### src/shared/io_expander_cfg.svh
// register offsets, field positions and reset values of the port expander
`ifndef IO_EXPANDER_CFG_SVH
`define IO_EXPANDER_CFG_SVH

// ----------------------------------------------------------------
// register offsets
// ----------------------------------------------------------------
`define OFS_PIN_DIRECTION 8'h00
`define OFS_INPUT_INVERT 8'h01
`define OFS_CHANGE_IRQ_ENABLE 8'h02
`define OFS_DEFAULT_COMPARE 8'h03
`define OFS_COMPARE_SOURCE 8'h04
`define OFS_EXPANDER_CONFIG 8'h05
`define OFS_PULLUP_ENABLE 8'h06
`define OFS_IRQ_FLAGS 8'h07
`define OFS_IRQ_CAPTURE 8'h08
`define OFS_PORT_VALUE 8'h09
`define OFS_OUTPUT_LATCH 8'h0A
`define OFS_LAST 8'h0A

// ----------------------------------------------------------------
// configuration fields
// ----------------------------------------------------------------
`define CFG_SEQUENTIAL_DISABLE 5
`define CFG_IRQ_OPEN_DRAIN_SELECT 2
`define CFG_IRQ_ACTIVE_LEVEL 1
`define CFG_IRQ_CLEAR_SELECT 0
`define CFG_IMPL_MASK 8'h27

// ----------------------------------------------------------------
// reset values and widths
// ----------------------------------------------------------------
`define PORT_WIDTH 8
`define RST_PIN_DIRECTION 8'hFF
`define RST_ZERO 8'h00

`endif

### src/shared/io_expander_pkg.sv
// types shared by the port expander register block
package io_expander_pkg;

	// byte-level register access from the serial engine
	typedef struct packed {
		logic xferStart;   // new transfer, pointer loads from addr
		logic [7:0] addr;  // register address byte
		logic wrStrobe;    // one data byte written at pointer
		logic [7:0] wrData;
		logic rdStrobe;    // one data byte fetched at pointer
		logic lsbDone;     // last bit of the fetched byte has left the link
	} regReq_t;

	// interrupt clear sequencer, gray coded along the usual path
	typedef enum logic [1:0] {
		CLR_IDLE = 2'b00,
		CLR_ARMED = 2'b01,
		CLR_WAIT = 2'b11
	} clrState_t;

endpackage : io_expander_pkg

### src/rtl/io_expander_port_regs.sv
// register file, interrupt capture and pin drive of the 8-bit port expander
// Functional notes
// - sequential_disable at bit 5 holds the pointer; clear advances it each byte
// - irq_open_drain_select at bit 2 makes the irq pin open drain, level ignored
// - irq_active_level at bit 1: 1 active high, 0 active low, push-pull only
// - irq_clear_select at bit 0: 1 capture read clears, 0 port read clears
// - a clearing read takes effect only once the interrupt condition is gone
// - config bits 7, 6, 4 and 3 always read as zero
// - each set pullup_bits bit enables the pin pull-up, input or output
// - irq_flags mark pins that caused the interrupt, only for enabled pins
// - irq_flags is read only, writes are ignored
// - irq_capture loads the port value at the interrupt and holds until cleared
// - a port read returns the pin levels, not the latch
// - a port write goes into the output latch
// - an output latch read returns the stored latch
// - latch writes update the latch and drive pins set as outputs
// - direction 1 is input, 0 is output; all reset to input
// - an input_invert bit inverts the port read of that pin
// - only input pins with change interrupt enabled can raise the interrupt
// - clear after the read lsb leaves the link; writes never arm the clear
`timescale 1ns/1ps
`include "io_expander_cfg.svh"

module io_expander_port_regs (
	// clock and reset
	input wire logic clk,
	input wire logic resetn,
	// byte register port from the serial engine
	input wire io_expander_pkg::regReq_t req,
	output logic [7:0] rdData,
	output logic rdValid,
	// port pins, open drain
	input wire logic [7:0] pinIn,
	output logic [7:0] pinOut,
	output logic [7:0] pinOeN,
	output logic [7:0] pullupEn,
	// interrupt pin
	output logic irqOut,
	output logic irqOeN
);

	// ----------------------------------------------------------------
	// storage
	// ----------------------------------------------------------------
	logic [7:0] pinDirection_reg, inputInvert_reg, changeIrqEnable_reg, defaultCompare_reg;
	logic [7:0] compareSource_reg, expanderConfig_reg, pullupEnable_reg, irqFlags_reg;
	logic [7:0] irqCapture_reg, outputLatch_reg, prevValue_reg, pointer_reg;
	logic irqPending_reg, levelCond, clearRead, clearNow, setNow, wrEn, rdEn;
	io_expander_pkg::clrState_t clrState_reg, clrState_next;
	logic [7:0] pinSync, portValue, eligible, condBits;

	// ----------------------------------------------------------------
	// helpers
	// ----------------------------------------------------------------

	// next pointer value after one byte
	function automatic logic [7:0] stepPointer(input logic [7:0] ptr, input logic hold);
		if (hold) begin
			return ptr;
		end else if (ptr == `OFS_LAST) begin
			return 8'h00;
		end else begin
			return ptr + 8'h01;
		end
	endfunction : stepPointer

	// read data of one register
	function automatic logic [7:0] regRead(input logic [7:0] a);
		case (a)
			`OFS_PIN_DIRECTION: return pinDirection_reg;
			`OFS_INPUT_INVERT: return inputInvert_reg;
			`OFS_CHANGE_IRQ_ENABLE: return changeIrqEnable_reg;
			`OFS_DEFAULT_COMPARE: return defaultCompare_reg;
			`OFS_COMPARE_SOURCE: return compareSource_reg;
			`OFS_EXPANDER_CONFIG: return expanderConfig_reg & `CFG_IMPL_MASK;
			`OFS_PULLUP_ENABLE: return pullupEnable_reg;
			`OFS_IRQ_FLAGS: return irqFlags_reg;
			`OFS_IRQ_CAPTURE: return irqCapture_reg;
			`OFS_PORT_VALUE: return portValue;
			`OFS_OUTPUT_LATCH: return outputLatch_reg;
			default: return 8'h00;
		endcase
	endfunction : regRead

	// ----------------------------------------------------------------
	// pin sampling and interrupt conditions
	// ----------------------------------------------------------------
	io_pin_sync u_pinSync (
		.clk(clk),
		.resetn(resetn),
		.asyncIn(pinIn),
		.syncOut(pinSync)
	);

	// port value with per-pin inversion
	assign portValue = pinSync ^ inputInvert_reg;
	assign eligible = changeIrqEnable_reg & pinDirection_reg;
	assign condBits = eligible & (compareSource_reg & (portValue ^ defaultCompare_reg)
		| ~compareSource_reg & (portValue ^ prevValue_reg));
	assign levelCond = |(eligible & compareSource_reg & (portValue ^ defaultCompare_reg));

	// byte strobes, a transfer start takes precedence
	assign wrEn = req.wrStrobe && !req.xferStart;
	assign rdEn = req.rdStrobe && !req.xferStart;
	assign clearRead = rdEn && (pointer_reg == (expanderConfig_reg[`CFG_IRQ_CLEAR_SELECT]
		? `OFS_IRQ_CAPTURE : `OFS_PORT_VALUE));
	assign clearNow = (clrState_reg != io_expander_pkg::CLR_IDLE) && !levelCond
		&& (clrState_reg == io_expander_pkg::CLR_WAIT || req.lsbDone);
	assign setNow = (|condBits) && (!irqPending_reg || clearNow);

	// ----------------------------------------------------------------
	// address pointer
	// ----------------------------------------------------------------
	always_ff @(posedge clk or negedge resetn) begin
		if (!resetn) begin
			pointer_reg <= 8'h00;
		end else if (req.xferStart) begin
			pointer_reg <= req.addr;
		end else if (wrEn || rdEn) begin
			pointer_reg <= stepPointer(pointer_reg,
				expanderConfig_reg[`CFG_SEQUENTIAL_DISABLE]);
		end
	end

	// ----------------------------------------------------------------
	// writable registers
	// ----------------------------------------------------------------
	always_ff @(posedge clk or negedge resetn) begin
		if (!resetn) begin
			pinDirection_reg <= `RST_PIN_DIRECTION;
			inputInvert_reg <= `RST_ZERO;
			changeIrqEnable_reg <= `RST_ZERO;
			defaultCompare_reg <= `RST_ZERO;
			compareSource_reg <= `RST_ZERO;
			expanderConfig_reg <= `RST_ZERO;
			pullupEnable_reg <= `RST_ZERO;
			outputLatch_reg <= `RST_ZERO;
		end else if (wrEn) begin
			case (pointer_reg)
				`OFS_PIN_DIRECTION: pinDirection_reg <= req.wrData;
				`OFS_INPUT_INVERT: inputInvert_reg <= req.wrData;
				`OFS_CHANGE_IRQ_ENABLE: changeIrqEnable_reg <= req.wrData;
				`OFS_DEFAULT_COMPARE: defaultCompare_reg <= req.wrData;
				`OFS_COMPARE_SOURCE: compareSource_reg <= req.wrData;
				`OFS_EXPANDER_CONFIG: expanderConfig_reg <= req.wrData & `CFG_IMPL_MASK;
				`OFS_PULLUP_ENABLE: pullupEnable_reg <= req.wrData;
				`OFS_PORT_VALUE: outputLatch_reg <= req.wrData;
				`OFS_OUTPUT_LATCH: outputLatch_reg <= req.wrData;
				default: ; // flags and capture ignore writes
			endcase
		end
	end

	// ----------------------------------------------------------------
	// read data
	// ----------------------------------------------------------------
	always_ff @(posedge clk or negedge resetn) begin
		if (!resetn) begin
			rdData <= 8'h00;
			rdValid <= 1'b0;
		end else begin
			rdValid <= rdEn;
			if (rdEn) begin
				rdData <= regRead(pointer_reg);
			end
		end
	end

	// ----------------------------------------------------------------
	// clear sequencer: armed by the selected read, fires after the lsb
	// ----------------------------------------------------------------
	always_comb begin
		clrState_next = clrState_reg;
		case (clrState_reg)
			io_expander_pkg::CLR_IDLE: begin
				if (clearRead && irqPending_reg) begin
					clrState_next = io_expander_pkg::CLR_ARMED;
				end
			end
			io_expander_pkg::CLR_ARMED: begin
				if (req.lsbDone) begin
					clrState_next = levelCond ? io_expander_pkg::CLR_WAIT
						: io_expander_pkg::CLR_IDLE;
				end
			end
			io_expander_pkg::CLR_WAIT: begin
				if (!levelCond) begin
					clrState_next = io_expander_pkg::CLR_IDLE;
				end
			end
			default: clrState_next = io_expander_pkg::CLR_IDLE;
		endcase
	end

	always_ff @(posedge clk or negedge resetn) begin
		if (!resetn) begin
			clrState_reg <= io_expander_pkg::CLR_IDLE;
		end else begin
			clrState_reg <= clrState_next;
		end
	end

	// ----------------------------------------------------------------
	// interrupt flags, capture and reference value
	// ----------------------------------------------------------------
	always_ff @(posedge clk or negedge resetn) begin
		if (!resetn) begin
			irqPending_reg <= 1'b0;
			irqFlags_reg <= `RST_ZERO;
		end else if (setNow) begin
			irqPending_reg <= 1'b1; // new event wins over a clear
			irqFlags_reg <= condBits;
		end else if (clearNow) begin
			irqPending_reg <= 1'b0;
			irqFlags_reg <= `RST_ZERO;
		end
	end

	// capture has no defined reset value
	always_ff @(posedge clk) begin
		if (setNow) begin
			irqCapture_reg <= portValue;
		end
	end

	// reference tracks the port while idle, freezes while pending
	always_ff @(posedge clk or negedge resetn) begin
		if (!resetn) begin
			prevValue_reg <= `RST_ZERO;
		end else if (!irqPending_reg || setNow) begin
			prevValue_reg <= portValue;
		end
	end

	// ----------------------------------------------------------------
	// pin and interrupt drive
	// ----------------------------------------------------------------
	assign pinOut = 8'h00; // open drain only ever sinks

	always_ff @(posedge clk or negedge resetn) begin
		if (!resetn) begin
			pinOeN <= 8'hFF;
			pullupEn <= `RST_ZERO;
			irqOut <= 1'b1;
			irqOeN <= 1'b1;
		end else begin
			pinOeN <= pinDirection_reg | outputLatch_reg;
			pullupEn <= pullupEnable_reg;
			if (expanderConfig_reg[`CFG_IRQ_OPEN_DRAIN_SELECT]) begin
				irqOut <= 1'b0;
				irqOeN <= !irqPending_reg;
			end else begin
				irqOut <= irqPending_reg ~^ expanderConfig_reg[`CFG_IRQ_ACTIVE_LEVEL];
				irqOeN <= 1'b0;
			end
		end
	end
endmodule : io_expander_port_regs

### src/rtl/io_pin_sync.sv
// two flip-flop synchroniser for the port pin inputs
`timescale 1ns/1ps
`include "io_expander_cfg.svh"

module io_pin_sync (
	// clock and reset
	input wire logic clk,
	input wire logic resetn,
	// asynchronous levels in, synchronised levels out
	input wire logic [`PORT_WIDTH-1:0] asyncIn,
	output logic [`PORT_WIDTH-1:0] syncOut
);

	logic [`PORT_WIDTH-1:0] stage1_reg;

	// first stage feeds only the second
	always_ff @(posedge clk or negedge resetn) begin
		if (!resetn) begin
			stage1_reg <= `RST_ZERO;
			syncOut <= `RST_ZERO;
		end else begin
			stage1_reg <= asyncIn;
			syncOut <= stage1_reg;
		end
	end

endmodule : io_pin_sync

### config.mk
export PLATFORM = sky130hd
export DESIGN_NAME = io_expander_port_regs
export DESIGN_NICKNAME = d
export VERILOG_FILES = /design/src/shared/io_expander_pkg.sv /design/src/rtl/io_expander_port_regs.sv /design/src/rtl/io_pin_sync.sv
export VERILOG_INCLUDE_DIRS = /design/src /design/src/shared
export SDC_FILE = /design/constraint.sdc
export NUM_CORES = 1
export LEC_CHECK = 0
export ABC_AREA = 1
export BUFFER_PORTS_ARGS = -buffer_cell sky130_fd_sc_hd__buf_2
export CORE_ASPECT_RATIO = 0.75
export CORE_MARGIN = 2
export CORE_UTILIZATION = 27
export DETAILED_ROUTE_END_ITERATION = 16
export PLACE_DENSITY = 0.42
export SYNTH_ARGS = -nofsm -noshare
export SYNTH_HDL_FRONTEND = slang
export SYNTH_SLANG_ARGS = --single-unit
export TNS_END_PERCENT = 10
### constraint.sdc
create_clock -name clk -period 2.3 [get_ports clk]
set_input_delay 0.345 -clock clk [delete_from_list [all_inputs] [get_ports clk]]
set_output_delay 0.345 -clock clk [all_outputs]
set_load 0.03 [all_outputs]
==> results.cfg, run 1 <==
[worst_setup_path]
ff2ff_setup_slack_ns = 0.20
slowest_stage = dfrtp_1
critPathArrivalTime_ns = 2.22
cp_common_cell = nand2_2
worstPathRequired_ns = 2.42
end_kind = flip-flop
rr_worst_depth = 11
worstSetupPathDepth = 11
crit_family = simple AND/OR/NAND/NOR gates
worstPathMaxFanout = 13
crit_path_max_incr_delay_ns = 0.41
path_class = flip-flop to flip-flop
cp_num_buf_inv = 2
crit_path_start_kind = flip-flop
path_cells = inv_2 -> nand2_2 -> nand2_2 -> nand2_1 -> nand3_2 -> nand2_2 -> nor2_4 -> nand3_4 -> nand2_4 -> nand2_4 -> clkinv_2

[logic_synthesis]
syn_area_um2 = 6560
syn_inst = 785
synth-async-reset-ratio = 0.942
synth_edf_count = 8
synth-seq-cells = 138
synthFlopType = dfrtp_1
synth_cell_type_count = 36
yosysSeqAreaShare = 0.536
yosysWarnings = 0
synth.avg_cell_area_um2 = 8.36

[pwr]
powerDensity_nw_per_um2 = 866
p_leak_nw = 3.88
total_power_mw = 6.89
max-vdd-ir-drop_mv = 0.496

[finish]
fin_cells = 1193
nNetsFinal = 909
final_area_um2 = 7950
syn_to_final_growth_pct = 21.3
layout_commonest_cell = nand2_1
antennaDiodeCount = 0
layout_common_cells = nand2_1, dfrtp_1, o21ai_0
fill_cells = 2523
fin_util = 0.333
drive_gt1_frac = 0.196

[global_routing]
grt_pass1_wl_um = 31000
grt_antenna_before_repair = 0
grtUsageTotal = 0.163
grt_pass1_vias = 5368
grt_max_degree = 49
overflow = 0

[die]
chipWidth_um = 184
dieArea_um2 = 25600
rows = 49
io_pins = 65
core_um2 = 23900
chipHeight_um = 139
start_util = 0.274

[routing]
wl_per_cell_um = 16.3
drc = 0
routed_wl_um = 19400
drt_iter0_markers = 341
vias = 5364
ant_nets = 0
routed_via_density = 4.50
drt_pass1_iterations = 5

[clock_tree]
clock-root-buffer = clkbuf_16
clockBufferDepth = 2
cts_sinks = 138
cts_tree = yes
cts_made_buffers = 17
clk_pin_slew_ns = 0.06
h-tree-depth = 4
clk_latency_ns = 0.43

[place]
place_inst = 1159
place_ws_ns = 0.161
gp_congestion = 0.872
place_area_um2 = 7330
portBuffers = 56
dp_hpwl_um = 14800

[sta]
worst_slack_ns = 0.201
final-setup-viol-count = 0
relSlewSlack = 0.587
tightest_slew_ns = 0.620
hold_ws_ns = 0.0234
skew_ns = 0.00798
hold_viol = 0
drv_slew = 0
period_needed_ns = 2.10
rsz0062_at_grt = no
post-route-period-util = 0.913
fmax_mhz = 476
setup_tns_ns = 0

[outcome]
outcome = finished, final reports clean

[worst_hold_path]
hold_path.class = primary input to flip-flop
whs_path_depth = 1

[job]
cap_violations = 0
[path summary, 6_finish.rpt]
path / from / endpoint
max in group asynchronous: resetn / pinDirection_reg[1]
worst min-delay path: pinIn[6] / u_pinSync.stage1_reg[6]
worst max-delay path: inputInvert_reg[7] / irqCapture_reg[1]
worst min register to register: u_pinSync.stage1_reg[3] / u_pinSync.syncOut[3]
min in group asynchronous: resetn / pointer_reg[7]
worst max register to register: inputInvert_reg[7] / irqCapture_reg[1]
[cell usage after synthesis, types with 3 or more instances]
cell type	n	share of area
nand3_2	7	0.011
inv_2	14	0.0080
a21oi_1	12	0.0092
nand2_2	7	0.0067
nor3_2	3	0.0046
inv_1	64	0.037
ha_1	4	0.0076
dfstp_2	18	0.072
o21ai_1	4	0.0031
o21ai_0	81	0.062
nor2_4	3	0.0052
buf_4	8	0.0092
dfrtp_1	112	0.43
clkbuf_1	5	0.0029
nor3_1	5	0.0038
xor2_1	4	0.0053
nand2_1	274	0.16
nand3_1	60	0.046
nor2_1	45	0.026
edfxtp_1	8	0.037
o211ai_1	4	0.0046
buf_2	3	0.0023
nor3_4	3	0.0074
nand3b_1	16	0.018
nand2_4	4	0.0069
buf_6	3	0.0052
[cells by family after synthesis]
kind of cell,Yosys count,synth area share
flops,138,0.536
xor+xnor,4,0.00534
other cells,1,0.000572
compound gates,106,0.0845
simple gates,434,0.301
fa+ha+maj,4,0.00763
buf+inv,98,0.0647
[power breakdown]
| part | total [mW] | switching, mW | internal [mW] |
|---|---|---|---|
| clock network | 2.75 | 1.07 | 1.68 |
| registers | 3.07 | 0.272 | 2.79 |
| logic | 1.07 | 0.722 | 0.350 |
[worst register-to-register path, cell delays in order (launching register included)]
cell      delay, ns
dfrtp_1        0.41
inv_2          0.13
nand2_2        0.08
nand2_2        0.13
nand2_1        0.08
nand3_2        0.08
nand2_2        0.07
nor2_4         0.20
nand3_4        0.11
nand2_4        0.13
nand2_4        0.15
clkinv_2       0.22
[timing repair]
| action | 4_1_cts | 5_1_grt |
|---|---|---|
| setup buffers | 0 | 0 |
| resized for setup | 0 | 1 |
| hold buffers | 3 | 0 |
| setup endpoints to repair | 0 | 8 |
| endpoints found under the hold margin | 37 | 0 |
[routing by layer]
metal,track usage,wire length (um)
met2,0.233,8220
met5,0,0
met3,0.0344,689
met1,0.245,10300
met4,0.0480,228
[layout make-up]
class,count,area (um2),area share
Clock buffer,20,468,0.0588
Multi-Input combinational cell,556,2650,0.333
Timing Repair Buffer,83,522,0.0656
Sequential cell,138,3520,0.442
Clock inverter,11,121,0.0153
Tap cell,306,383,0.0481
Inverter,79,298,0.0374
No activity file was read; power rests on OpenSTA's default activity.
==> run 2: changes to the inputs <==
--- a/config.mk
+++ b/config.mk
@@ -10,9 +10,9 @@
 export BUFFER_PORTS_ARGS = -buffer_cell sky130_fd_sc_hd__buf_2
 export CORE_ASPECT_RATIO = 0.75
 export CORE_MARGIN = 2
-export CORE_UTILIZATION = 27
+export CORE_UTILIZATION = 59
 export DETAILED_ROUTE_END_ITERATION = 16
-export PLACE_DENSITY = 0.42
+export PLACE_DENSITY = 0.79
 export SYNTH_ARGS = -nofsm -noshare
 export SYNTH_HDL_FRONTEND = slang
 export SYNTH_SLANG_ARGS = --single-unit
==> run 2 against run 1 <==
  * Hold slack improved by 0.0048 ns
  * Critical path depth decreased by 1
  * Global-route usage increased by 16 points
  * Register-to-register slack got worse by 0.06 ns
  * Maximum frequency decreased by 3.0%
  * First-iteration DRC count increased by 91%
  * Largest cell class unchanged
  * Sequential power about the same
  * Utilization increased by 37 points
  * Worst setup slack got worse by 0.064 ns
  * Sequential cell count unchanged
  * Clock-buffer cell count decreased by 1
  * Clock skew increased by 0.00075 ns
  * Critical path type unchanged
==> results.cfg, run 2 (synthesis gave the netlist of run 1 again) <==
[worst_setup_path]
critPathArrivalTime_ns = 2.28
end_kind = flip-flop
crit_path_start_kind = flip-flop
worstPathRequired_ns = 2.42
path_class = flip-flop to flip-flop
worstPathMaxFanout = 19

[finish]
syn_to_final_growth_pct = 17.4
multi_input_area_um2 = 2650
nNetsFinal = 903
layout_common_cells = nand2_1, dfrtp_1, o21ai_0
fill_cells = 856
regArea_um2 = 3520
drive_gt1_frac = 0.194
final_area_um2 = 7700
antennaDiodeCount = 0
fin_util = 0.706
layout_commonest_cell = nand2_1

[die]
start_util = 0.602
io_pins = 65
core_um2 = 10900
chipWidth_um = 126
dieArea_um2 = 12000
rows = 33
chipHeight_um = 95.3

[routing]
routed_via_density = 5.73
ant_nets = 0
drt_pass1_iterations = 6
drt_iter0_markers = 650
wl_per_cell_um = 18.1
routed_wl_um = 18500
vias = 5860
drc = 0

[outcome]
outcome = finished, final reports clean

[worst_hold_path]
hold_path.class = primary input to flip-flop

[clock_tree]
clk_latency_ns = 0.42
cts_tree = yes
cts_made_buffers = 17
clock-root-buffer = clkbuf_16
clk_pin_slew_ns = 0.07
clockBufferDepth = 2
post_cts_buffers = 0
cts_sinks = 138
h-tree-depth = 4

[place]
gp_congestion = 0.960
place_area_um2 = 7090
portBuffers = 56
dp_hpwl_um = 13200

[pwr]
combPwrFrac = 0.161
powerDensity_nw_per_um2 = 888
power_frac_seq = 0.446
max-vdd-ir-drop_mv = 0.556
cellInternalPower_mw = 4.72
p_leak_nw = 3.85
total_power_mw = 6.83
p_sw_frac = 0.310
clock_power_share = 0.394
switching_power_mw = 2.12

[global_routing]
grt_pass1_vias = 5739
grt_max_degree = 48
grt_antenna_before_repair = 0
grtUsageTotal = 0.323
grt_pass1_wl_um = 29300
overflow = 0

[job]
cap_violations = 0

[sta]
post-route-period-util = 0.941
relSlewSlack = 0.654
hold_ws_ns = 0.0282
tightest_slew_ns = 0.518
final-setup-viol-count = 0
setup_tns_ns = 0
fmax_mhz = 462
drv_slew = 0
rsz0062_at_grt = no
hold_viol = 0
skew_ns = 0.00873
period_needed_ns = 2.16
## run 2: cell count changes in the layout (fill, tap and decap cells not counted), sizes merged
cell and delta:
buf -4, bufinv -1, clkbuf -1, clkinv -3, clkinvlp -1, dlygate4sd3 -2
inv +7
## run 2: repair_timing
action | in CTS | in global routing
hold buffers | 1 | 0
setup endpoints to repair | 0 | 14
gates resized for setup | 0 | 3
hold endpoints to repair | 26 | 0
## run 2: final timing paths
| kind | from | slack (ns) | cells after the start | end |
|---|---|---|---|---|
| worst max-delay path | inputInvert_reg[6] | 0.14 | 10 | irqCapture_reg[7] |
| worst min-delay path | pinIn[7] | 0.03 | 1 | u_pinSync.stage1_reg[7] |
| worst max register to register | inputInvert_reg[6] | 0.14 | 10 | irqCapture_reg[7] |
| worst min register to register | u_pinSync.stage1_reg[4] | 0.35 | 0 | u_pinSync.syncOut[4] |
| max in group asynchronous | resetn | 1.19 | 3 | pinDirection_reg[2] |
| min in group asynchronous | resetn | 0.43 | 2 | pointer_reg[5] |
## run 2: metal layers
layer | share of wire | GRT usage | vias to the layer above
met5 | 0 | 0 | -
met4 | 0.026 | 0.126 | 0
met3 | 0.083 | 0.0752 | 62
met2 | 0.48 | 0.539 | 319
met1 | 0.42 | 0.418 | 2791
li1 | - | - | 2688
## run 2: critical path, stage by stage, from the launching register on
cell	delay [ns]
dfrtp_1	0.40
inv_1	0.11
nand2_1	0.10
nand3_1	0.08
nand3_1	0.14
nand2_2	0.09
nor2_4	0.17
nand3_4	0.19
nand2_4	0.16
nand2_4	0.19
inv_4	0.22
## run 2: power groups by stage
stage	combinational, mW	clock [mW]	sequential [mW]
2_1_floorplan	0.605	0	3.14
3_3_place_gp	1.04	0	3.06
4_1_cts	1.09	2.72	3.04
5_1_grt	1.21	2.82	3.07
6_report	1.10	2.69	3.05
3_5_place_dp	1.07	0	3.08
## run 2: cell type report
type                            count  area share
Tap cell                          140      0.0228
Sequential cell                   138       0.457
Multi-Input combinational cell    556       0.345
Clock buffer                       19      0.0590
Timing Repair Buffer               77      0.0608
Inverter                           79      0.0388
Clock inverter                     13      0.0171
## run 2: through the flow
step	instances	setup WS, ns
after floorplan	792	0.574
after global placement	989	0.174
after detailed placement	989	0.135
after CTS	1022	0.0998
after global routing	1022	0.0100
final	1022	0.137
==> run 3: changes to the inputs <==
--- a/config.mk
+++ b/config.mk
@@ -8,7 +8,6 @@
 export LEC_CHECK = 0
 export ABC_AREA = 1
 export BUFFER_PORTS_ARGS = -buffer_cell sky130_fd_sc_hd__buf_2
-export CORE_ASPECT_RATIO = 0.75
 export CORE_MARGIN = 2
 export CORE_UTILIZATION = 59
 export DETAILED_ROUTE_END_ITERATION = 16
==> run 3 against run 2 <==
  * Clock-buffer cell count up 3
  * Via count down 0.78%
  * Hold slack gained 0.0090 ns
  * Utilization grew 1.4 points
  * Critical path depth stayed put
  * Cell count is 0.59% higher
  * Highest routed layer unchanged
  * Global-route usage grew 0.34 points
  * First-iteration DRC count fell by 21%
  * Non-clock buffer count up 6
==> results.cfg, run 3 (synthesis gave the netlist of run 1 again) <==
[outcome]
outcome = finished, final reports clean

[worst_setup_path]
worstPathMaxFanout = 19
cp-startpoint = inputInvert_reg[5]
slowest_stage = dfrtp_1
crit_family = simple AND/OR/NAND/NOR gates
worstSetupPathDepth = 10
crit_path_max_incr_delay_ns = 0.42
rr_worst_depth = 10
cp_num_buf_inv = 2
path_cells = inv_2 -> nand2_1 -> nand3b_1 -> nand3_1 -> nand2_1 -> nor2_4 -> nand3_4 -> nand2_4 -> nand2_4 -> inv_4
timing.rr.start = inputInvert_reg[5]
worstPathRequired_ns = 2.52
crit_path_end = irqCapture_reg[0]
path_class = flip-flop to flip-flop
crit_path_start_kind = flip-flop
r2r_end = irqCapture_reg[0]
ff2ff_setup_slack_ns = 0.15
end_kind = flip-flop
critPathArrivalTime_ns = 2.37

[sta]
rsz0062_at_grt = no
worst_slack_ns = 0.151
tightest_slew_ns = 0.648
hold_viol = 0
fmax_mhz = 465
setup_tns_ns = 0
skew_ns = 0.00939
hold_ws_ns = 0.0372
period_needed_ns = 2.15
final-setup-viol-count = 0
drv_slew = 0
relSlewSlack = 0.566
post-route-period-util = 0.934

[clock_tree]
clock-root-buffer = clkbuf_8
cts_made_buffers = 17
h-tree-depth = 4
clk_latency_ns = 0.53
cts_tree = yes
clockBufferDepth = 2
post_cts_buffers = 0
cts_sinks = 138
clk_pin_slew_ns = 0.06

[global_routing]
grt_antenna_before_repair = 0
overflow = 0
grtUsageTotal = 0.327
grt_max_degree = 49
grt_pass1_wl_um = 28900
grt_pass1_vias = 5743

[finish]
antennaDiodeCount = 0
multi_input_area_um2 = 2650
nNetsFinal = 909
syn_to_final_growth_pct = 19.0
final_area_um2 = 7810
fill_cells = 841
layout_commonest_cell = nand2_1
regArea_um2 = 3520
fin_cells = 1028
layout_common_cells = nand2_1, dfrtp_1, o21ai_0
drive_gt1_frac = 0.188

[place]
place_ws_ns = 0.126
portBuffers = 56
place_inst = 987
dp_hpwl_um = 12900
gp_congestion = 0.948
place_area_um2 = 7080

[routing]
drc = 0
drt_iter0_markers = 513
routed_via_density = 5.66
vias = 5814
drt_pass1_iterations = 8
wl_per_cell_um = 17.5
ant_nets = 0
routed_wl_um = 18000

[die]
start_util = 0.605
io_pins = 65
chipWidth_um = 109
rows = 38
dieArea_um2 = 12000
core_um2 = 10800
chipHeight_um = 109

[job]
cap_violations = 0

[worst_hold_path]
hold_path.class = primary input to flip-flop

[pwr]
p_leak_nw = 3.88
powerDensity_nw_per_um2 = 898
max-vdd-ir-drop_mv = 0.677
-- run 3: cell count changes in the layout (fill, tap and decap cells not counted), sizes merged --
cell / delta
buf: -2
clkinvlp: +2
dlygate4sd3: +8
clkbuf: +3
clkinv: -3
bufinv: +3
inv: -5
-- run 3: timing repair --
| item | 4_1_cts | 5_1_grt |
|---|---|---|
| resized for setup | 0 | 3 |
| hold buffers | 9 | 0 |
| setup endpoints to repair | 0 | 10 |
| endpoints found under the hold margin | 47 | 0 |
-- run 3: worst min-delay path, delay by kind of cell --
| family | cells | cell delay (ns) |
|---|---|---|
| AND/OR/NAND/NOR | 2 | 0.11 |
| buffers and inverters | 1 | 0.08 |
-- run 3: stage by stage --
| stage | total power, mW | utilization |
|---|---|---|
| 6_report | 7.01 | 0.720 |
| 5_1_grt | 7.31 | 0.720 |
| 4_1_cts | 7.02 | 0.719 |
| 3_5_place_dp | 4.14 | 0.653 |
| 3_3_place_gp | 4.09 | 0.653 |
| 2_1_floorplan | 3.74 | - |
-- run 3: metal layers --
metal	GRT usage	wire length, um	vias up
met5	0	0	-
met4	0.163	698	0
met3	0.0729	1600	52
met2	0.537	8900	297
met1	0.408	6840	2773
li1	-	-	2692
-- run 3: how the worst min path moves through the flow --
stage	from	end	slack, ns	cells after the start
2_1_floorplan	resetn	changeIrqEnable_reg[0]	0.05	0
3_3_place_gp	u_pinSync.stage1_reg[1]	u_pinSync.syncOut[1]	0.33	0
3_5_place_dp	u_pinSync.stage1_reg[1]	u_pinSync.syncOut[1]	0.34	0
4_1_cts	req[14]	pointer_reg[3]	0.02	3
5_1_grt	req[14]	pointer_reg[3]	0.03	3
6_report	req[16]	pointer_reg[5]	0.04	3
-- run 3: final cells by class --
cell class | count | area share
multi-input cells | 556 | 0.340
well taps | 140 | 0.0224
inverters | 79 | 0.0383
repair buffers | 83 | 0.0683
clock buffers | 22 | 0.0595
clock inverters | 10 | 0.0212
flip-flops and latches | 138 | 0.450
-- run 3: power by group --
part	total (mW)	switching, mW	internal (mW)
sequential	3.06	0.268	2.80
combinational	1.08	0.729	0.349
clock	2.87	1.01	1.86
